File: src/lcd_bias_seq_pkg.sv
// constants, state type and timing figures of the bias rail sequencer

package lcd_bias_seq_pkg;

	// ************************************************************
	// timing
	// ************************************************************
	localparam int CLK_PERIOD_NS = 20;
	localparam int NS_PER_MS = 1000000;
	localparam int CYCLES_PER_MS = NS_PER_MS / CLK_PERIOD_NS;
	localparam int SOFT_START_MS = 50;
	localparam int SHUTDOWN_MS = 50;
	localparam int SETPOINT_MS = 50;
	localparam int RESTART_MS = 100;
	localparam int CLEAR_NS = 1000;
	// least time, so rounded up
	localparam int CLEAR_CYCLES = (CLEAR_NS + CLK_PERIOD_NS - 1) / CLK_PERIOD_NS;
	localparam int RETRY_LIMIT = 8;
	// internal oscillator half period in cycles (1 MHz)
	localparam int OSC_HALF_CYCLES = 25;

	// ************************************************************
	// widths
	// ************************************************************
	localparam int DIV_W = 17;
	localparam int MS_W = 7;
	localparam int FCNT_W = 4;
	localparam int CLR_W = 7;
	localparam int SYNC_W = 10;

	typedef enum logic [3:0] {
		ST_SLEEP, ST_OFF, ST_LOGIC, ST_ANALOG, ST_NEG, ST_POS, ST_SETPT,
		ST_COM, ST_RUN, ST_SD_RAILS, ST_SD_NEG, ST_RETRY, ST_LOCKED
	} seq_state_type;

endpackage : lcd_bias_seq_pkg

File: src/lcd_bias_rail_sequencer.sv
// power-up and power-down sequencer for five display bias rails
`timescale 1ns/100ps
`default_nettype none

module lcd_bias_rail_sequencer
	import lcd_bias_seq_pkg::*;
#(
	parameter int MS_CYCLES = CYCLES_PER_MS
) (
	input wire logic core_clk,
	input wire logic reset_n,
	input wire logic input_supply_ok,
	input wire logic first_enable,
	input wire logic second_enable,
	input wire logic logic_supply_good,
	input wire logic analog_supply_good,
	input wire logic negative_gate_good,
	input wire logic negative_gate_low30,
	input wire logic positive_gate_good,
	input wire logic positive_gate_low10,
	input wire logic common_rail_good,
	input wire logic common_setpoint_valid,
	input wire logic analog_dropout_low,
	input wire logic sync_present,
	input wire logic sync_in,
	output logic asleep,
	output logic logic_supply_en,
	output logic analog_supply_en,
	output logic negative_gate_en,
	output logic positive_gate_en,
	output logic common_rail_en,
	output logic pulldown_analog,
	output logic pulldown_negative,
	output logic pulldown_positive,
	output logic pulldown_common,
	output logic boost_raise_req,
	output logic pump_clk,
	output logic fault,
	output logic [FCNT_W-1:0] fault_count
);

	// ************************************************************
	// state and timers
	// ************************************************************
	seq_state_type state_q, state_d;
	logic [DIV_W-1:0] div_q;
	logic [MS_W-1:0] ms_q;
	logic [CLR_W-1:0] clr_q;
	logic [SYNC_W-1:0] sy_cnt_q, sy_per_q, osc_q;
	logic sync_prev_q;

	// time limit that applies in each state
	function automatic logic [MS_W-1:0] state_limit(seq_state_type s);
		case (s)
			ST_SETPT: state_limit = MS_W'(SETPOINT_MS);
			ST_SD_RAILS, ST_SD_NEG: state_limit = MS_W'(SHUTDOWN_MS);
			ST_RETRY: state_limit = MS_W'(RESTART_MS);
			default: state_limit = MS_W'(SOFT_START_MS);
		endcase
	endfunction : state_limit

	// timer restarts on every state change so each wait is measured alone
	wire timer_clr = (state_d != state_q);
	wire ms_tick = (div_q == DIV_W'(MS_CYCLES - 1));
	wire timeout = (ms_q >= state_limit(state_q));
	wire clr_done = (clr_q == CLR_W'(CLEAR_CYCLES));
	wire retry_left = (fault_count < FCNT_W'(RETRY_LIMIT));

	// soft-start and setpoint waits that run out are faults
	wire ss_fail = timeout && (
		(state_q == ST_LOGIC && !logic_supply_good) ||
		state_q == ST_ANALOG || state_q == ST_NEG ||
		state_q == ST_POS || state_q == ST_COM ||
		state_q == ST_SETPT);
	wire fault_inc = ss_fail && state_d == ST_RETRY;

	// ************************************************************
	// next state
	// ************************************************************
	always_comb begin
		state_d = state_q;
		case (state_q)
			ST_SLEEP: state_d = ST_OFF;
			ST_OFF: begin
				if (first_enable) state_d = ST_LOGIC;
			end
			ST_LOGIC: begin
				if (!first_enable) state_d = ST_OFF;
				else if (second_enable && logic_supply_good)
					state_d = ST_ANALOG;
				else if (ss_fail) state_d = ST_RETRY;
			end
			ST_ANALOG: begin
				if (analog_supply_good) state_d = ST_NEG;
				else if (ss_fail) state_d = ST_RETRY;
			end
			ST_NEG: begin
				if (negative_gate_good) state_d = ST_POS;
				else if (ss_fail) state_d = ST_RETRY;
			end
			ST_POS: begin
				if (positive_gate_good)
					state_d = common_setpoint_valid ? ST_COM : ST_SETPT;
				else if (ss_fail) state_d = ST_RETRY;
			end
			ST_SETPT: begin
				if (common_setpoint_valid) state_d = ST_COM;
				else if (ss_fail) state_d = ST_RETRY;
			end
			ST_COM: begin
				if (common_rail_good) state_d = ST_RUN;
				else if (ss_fail) state_d = ST_RETRY;
			end
			ST_RUN: state_d = ST_RUN;
			ST_SD_RAILS: begin
				// analog and common rails never block: bypassed
				if (positive_gate_low10 || timeout)
					state_d = ST_SD_NEG;
			end
			ST_SD_NEG: begin
				if (negative_gate_low30 || timeout)
					state_d = first_enable ? ST_LOGIC : ST_OFF;
			end
			ST_RETRY: begin
				if (clr_done) state_d = ST_OFF;
				else if (timeout)
					state_d = !retry_left ? ST_LOCKED :
						(first_enable ? ST_LOGIC : ST_OFF);
			end
			ST_LOCKED: begin
				if (clr_done) state_d = ST_OFF;
			end
			default: state_d = ST_SLEEP;
		endcase
		// second enable low starts the rail shutdown from any state from ST_ANALOG through ST_RUN;
		// first enable is not looked at here, so an early drop is held off
		if ((state_q == ST_ANALOG || state_q == ST_NEG ||
			state_q == ST_POS || state_q == ST_SETPT ||
			state_q == ST_COM || state_q == ST_RUN) && !second_enable)
			state_d = ST_SD_RAILS;
		if (!input_supply_ok) state_d = ST_SLEEP;
	end

	// ************************************************************
	// output decode from the next state
	// ************************************************************
	wire logic_en_d = (state_d >= ST_LOGIC && state_d <= ST_SD_NEG);
	wire analog_en_d = (state_d >= ST_ANALOG && state_d <= ST_RUN) &&
		first_enable && second_enable;
	wire neg_en_d = (state_d >= ST_NEG && state_d <= ST_SD_RAILS);
	wire pos_en_d = (state_d >= ST_POS && state_d <= ST_RUN);
	wire com_en_d = (state_d == ST_COM || state_d == ST_RUN);
	// pull-downs held from first enable until full shutdown
	wire pd_zone_d = (state_d >= ST_LOGIC);

	// ************************************************************
	// pump clock: sync regenerated or internal oscillator
	// ************************************************************
	wire sync_rise = sync_in && !sync_prev_q;
	wire sync_phase = (sy_cnt_q < (sy_per_q >> 1));
	wire osc_phase = (osc_q < SYNC_W'(OSC_HALF_CYCLES));
	wire osc_wrap = (osc_q == SYNC_W'(2 * OSC_HALF_CYCLES - 1));
	wire pump_run = neg_en_d || pos_en_d;
	wire pump_clk_d = pump_run && (sync_present ? sync_phase : osc_phase);

	// ************************************************************
	// registers
	// ************************************************************
	// state and enables
	always_ff @(posedge core_clk) begin
		if (!reset_n) begin
			state_q <= ST_SLEEP;
			asleep <= 1'b1;
			logic_supply_en <= 1'b0;
			analog_supply_en <= 1'b0;
			negative_gate_en <= 1'b0;
			positive_gate_en <= 1'b0;
			common_rail_en <= 1'b0;
		end else begin
			state_q <= state_d;
			asleep <= (state_d == ST_SLEEP);
			logic_supply_en <= logic_en_d;
			analog_supply_en <= analog_en_d;
			negative_gate_en <= neg_en_d;
			positive_gate_en <= pos_en_d;
			common_rail_en <= com_en_d;
		end
	end

	// pull-downs drop on the same edge the rail enables
	always_ff @(posedge core_clk) begin
		if (!reset_n) begin
			pulldown_analog <= 1'b0;
			pulldown_negative <= 1'b0;
			pulldown_positive <= 1'b0;
			pulldown_common <= 1'b0;
			boost_raise_req <= 1'b0;
		end else begin
			pulldown_analog <= pd_zone_d && !analog_en_d;
			pulldown_negative <= pd_zone_d && !neg_en_d;
			pulldown_positive <= pd_zone_d && !pos_en_d;
			pulldown_common <= pd_zone_d && !com_en_d;
			boost_raise_req <= analog_en_d && analog_dropout_low;
		end
	end

	// millisecond divider and wait counter, saturating
	always_ff @(posedge core_clk) begin
		if (!reset_n || timer_clr) begin
			div_q <= '0;
			ms_q <= '0;
		end else begin
			div_q <= ms_tick ? '0 : div_q + 1'b1;
			if (ms_tick && ms_q != '1) ms_q <= ms_q + 1'b1;
		end
	end

	// fault counter; an increment wins over the clear
	always_ff @(posedge core_clk) begin
		if (!reset_n) begin
			clr_q <= '0;
			fault_count <= '0;
			fault <= 1'b0;
		end else begin
			if (first_enable) clr_q <= '0;
			else if (!clr_done) clr_q <= clr_q + 1'b1;
			if (fault_inc) begin
				fault_count <= fault_count + 1'b1;
				fault <= 1'b1;
			end else if (clr_done) begin
				fault_count <= '0;
				fault <= 1'b0;
			end
		end
	end

	// sync period measurement, oscillator and pump clock
	always_ff @(posedge core_clk) begin
		if (!reset_n) begin
			sync_prev_q <= 1'b0;
			sy_cnt_q <= '0;
			sy_per_q <= '0;
			osc_q <= '0;
			pump_clk <= 1'b0;
		end else begin
			sync_prev_q <= sync_in;
			sy_cnt_q <= sync_rise ? '0 : sy_cnt_q + 1'b1;
			if (sync_rise) sy_per_q <= sy_cnt_q + 1'b1;
			osc_q <= osc_wrap ? '0 : osc_q + 1'b1;
			pump_clk <= pump_clk_d;
		end
	end
endmodule : lcd_bias_rail_sequencer

`default_nettype wire

File: config.mk
export PLATFORM = sky130hd
export DESIGN_NAME = lcd_bias_rail_sequencer
export DESIGN_NICKNAME = d
export VERILOG_FILES = /design/src/lcd_bias_seq_pkg.sv /design/src/lcd_bias_rail_sequencer.sv
export SDC_FILE = /design/constraint.sdc
export NUM_CORES = 1
export LEC_CHECK = 0
export BUFFER_PORTS_ARGS = -buffer_cell sky130_fd_sc_hd__buf_2
export CORE_MARGIN = 5
export CORE_UTILIZATION = 30
export DETAILED_ROUTE_END_ITERATION = 6
export SYNTH_ARGS = -nofsm -noshare
export SYNTH_HDL_FRONTEND = slang
export SYNTH_SLANG_ARGS = --single-unit
File: constraint.sdc
create_clock -name core_clk -period 6.4 [get_ports core_clk]
set_input_delay 0.32 -clock core_clk [delete_from_list [all_inputs] [get_ports core_clk]]
set_output_delay 0.32 -clock core_clk [all_outputs]
set_load 0.01 [all_outputs]
==> qor.txt <==
Final Cell Area: 0.005241 mm2
DP Worst Slack: 1.969 ns
All-Layer GR Usage: 12.67%
Yosys Warn Count: 0
Max Slew Vio Count: 0
Die Span X: 134.5 um
# port buffers: 32
max_slew headroom: 24.71%
final setup TNS: 0 ns
CTS Root Cell: clkbuf_16
Post-synth top cells: dfxtp_1, nor2_1, nand2_1
Clk network pwr share: 49.0%
Net Switching: 0.0002699 W
met2 wire length: 5519 um
pin count of the biggest net entering global routing: 32
routed wl met3: 430 um
syn nets: 596
first-pass GRT wire length: 18910 um
Max Fclk: 222.9 MHz
DP Cell Count: 751
setup ws final: 1.913 ns
Post-Synth Adder-Cell Area: 5.653%
total CTS buffers: 9
Area Overhead vs Synth: 12.76%
DR pass1 iterations: 4
Synth area leaders: dfxtp_1, ha_1, nor2_1
Crit Path Max Fanout: 26
H-tree depth: 3
Clock Skews: 0.007563 ns
Internal Power: 0.0009308 W
dpl cell area: 0.004901 mm2
layout cells sized above 1: 11.25%
DR vias/cell: 5.283
ant diodes: 0
buffer depth of the longest clock path: 2
#FFs+latches synth: 82
Layout Cells excl Fill: 766
critical path class: flop to flop
Worst VDD drop: 0.0001549 V
Layout Nets: 611
FP Rows: 45
Reg2Reg Setup Slack: 1.91 ns
Sw Ratio: 22.48%
Post-CTS Setup Bufs: 0
DPL Wire Length: 8264 um
drt initial violations: 361
Die H: 134.5 um
status: completed
DIE AREA: 0.01808 mm2
initial antenna violation count: 0
area share of the largest cell type after synthesis: 35.32%
register area share after synthesis: 35.32%
Mapped Cells: 559
startpoint types: flop
final setup fails: 0
Final Cycle Share: 70.10%
crit path DAT: 4.65 ns
xor-xnor portion of the synthesized cell area: 8.102%
CP endpoint kind: flop
Starting Density: 30.58%
gpl congestion: 0.9151
largest family of logic cells by synthesized area: simple AND/OR/NAND/NOR gates
Leak: 1.929 nW
Total Wirelength: 11400 um
Gate power share: 6.8%
Slew @ Worst Pin: 1.127 ns
Mean Syn Cell Area: 8.315 um2
TritonCTS clock tree: yes
Vias: 4047
mux contribution to synthesized area: 1.346%
Clock Latency Late Sink: 0.33 ns
worst path required time: 6.56 ns
vias in the first global route: 3862
Max Cap Violations: 0
Worst-path clk slew: 0.06 ns
hold-critical path depth: 2
area leader, netlist: dfxtp_1
complex-gate fraction of the synthesized area: 16.34%
PostCTS Resize Cnt: 0
HP Class: primary input to flop
count leader, synth: dfxtp_1
pwr/cell area: 229.1 mW/mm2
Synth Area in Simple Gates: 27.67%
cts hold-fix bufs: 0
RSZ-0062 raised after global routing: no
synthesized area: 0.004648 mm2
CTS sink cnt: 82
number of flops mapped to enable cells by yosys: 0
Tmin final: 4.487 ns
Main synth FF type: dfxtp_1
Met1 Wirelength: 5198 um
DRC: 0
WL/cell: 14.88 um
top sig layer: met4
Async S/R FF share, synth: 0%
Fin. Hold Viols: 0
Unique masters post-synth: 76
IO Count: 33
Core Area: 0.01520 mm2
Reg2Reg Depth: 9
sequential share of power: 44.1%
grt total ovfl: 0
Routed Antenna Nets: 0
[cell type report]
type	count	area, um2
Clock buffer	9	225.2
Clock inverter	6	115.1
Fill cell	1577	9961
Inverter	27	101.3
Multi-Input combinational cell	420	2748
Sequential cell	82	1642
Tap cell	188	235.2
Timing Repair Buffer	34	175.2
[worst max-delay path: stages (launching register included)]
cell      delay (ns)
dfxtp_1         0.89
nand4b_1        0.44
ha_1            0.43
nand2_1         0.07
o21bai_1        0.49
nor4_2          0.16
o41ai_2         0.65
a21oi_1         0.16
o211ai_2        0.90
nor4_1          0.12
[per-layer routing]
| layer | up-vias | global-route usage [%] |
|---|---|---|
| li1 | 2042 | - |
| met3 | 16 | 2.496 |
| met2 | 84 | 21.42 |
| met5 | - | 0 |
| met1 | 1905 | 16.09 |
| met4 | 0 | 4.525 |
[layout by cell type (no fill, tap or decap), types with 6 or more instances in the layout]
cell       instances
dfxtp_1           82
nor2_1            62
nand2_1           49
nand3_1           35
buf_2             32
nor4_1            28
inv_1             25
xnor2_1           25
a21oi_1           21
ha_1              21
xor2_1            18
a211oi_1          12
nand2b_1          11
and3_1            10
o21ai_0            9
clkbuf_16          9
nor3_1             7
nor2b_1            6
[power by group through the flow]
stage / Clock, W / Combinational, W / Sequential (W)
final: 0.000589 / 0.0000820 / 0.000530
after global routing: 0.000624 / 0.0000919 / 0.000531
after CTS: 0.000602 / 0.0000823 / 0.000530
after detailed placement: 0 / 0.0000819 / 0.000541
after global placement: 0 / 0.0000805 / 0.000541
after floorplan: 0 / 0.0000621 / 0.000538
[state kept, by name, summed over array words and instances, names as in the netlist, 4 cells and up]
register     count
ms_q             7
sy_cnt_q        10
fault_count      4
sy_per_q         9
div_q           17
clr_q            7
state_q          4
osc_q           10
[final timing paths]
kind / from / to
setup / recovery: state_q[1]$_SDFF_PN0_ / ms_q[5]$_SDFFE_PP0P_
hold / removal: sync_in / sync_prev_q$_SDFF_PN0_
setup reg to reg: state_q[1]$_SDFF_PN0_ / ms_q[5]$_SDFFE_PP0P_
hold reg to reg: fault$_SDFFE_PN0P_ / fault$_SDFFE_PN0P_
[cell families (layout without fill, tap and decap cells)]
kind of cell,count (synthesis),in the layout
AND/OR/NAND/NOR,248,248
AO/OA/AOI/OAI,102,102
flip-flops,82,82
buffers and inverters,57,76
XOR/XNOR,43,43
adder cells (fa/ha/maj),21,21
multiplexers,6,6
[through the flow]
stage          hold slack, ns  util (%)   power, W
2_1_floorplan          0.4365         -  0.0005998
3_3_place_gp           0.4483     32.24  0.0006217
3_5_place_dp           0.4462     32.24  0.0006233
4_1_cts                0.2142     34.48   0.001214
5_1_grt                0.2272     34.48   0.001247
6_report               0.2245     34.48   0.001201
Power figures use the tool's default switching activity.
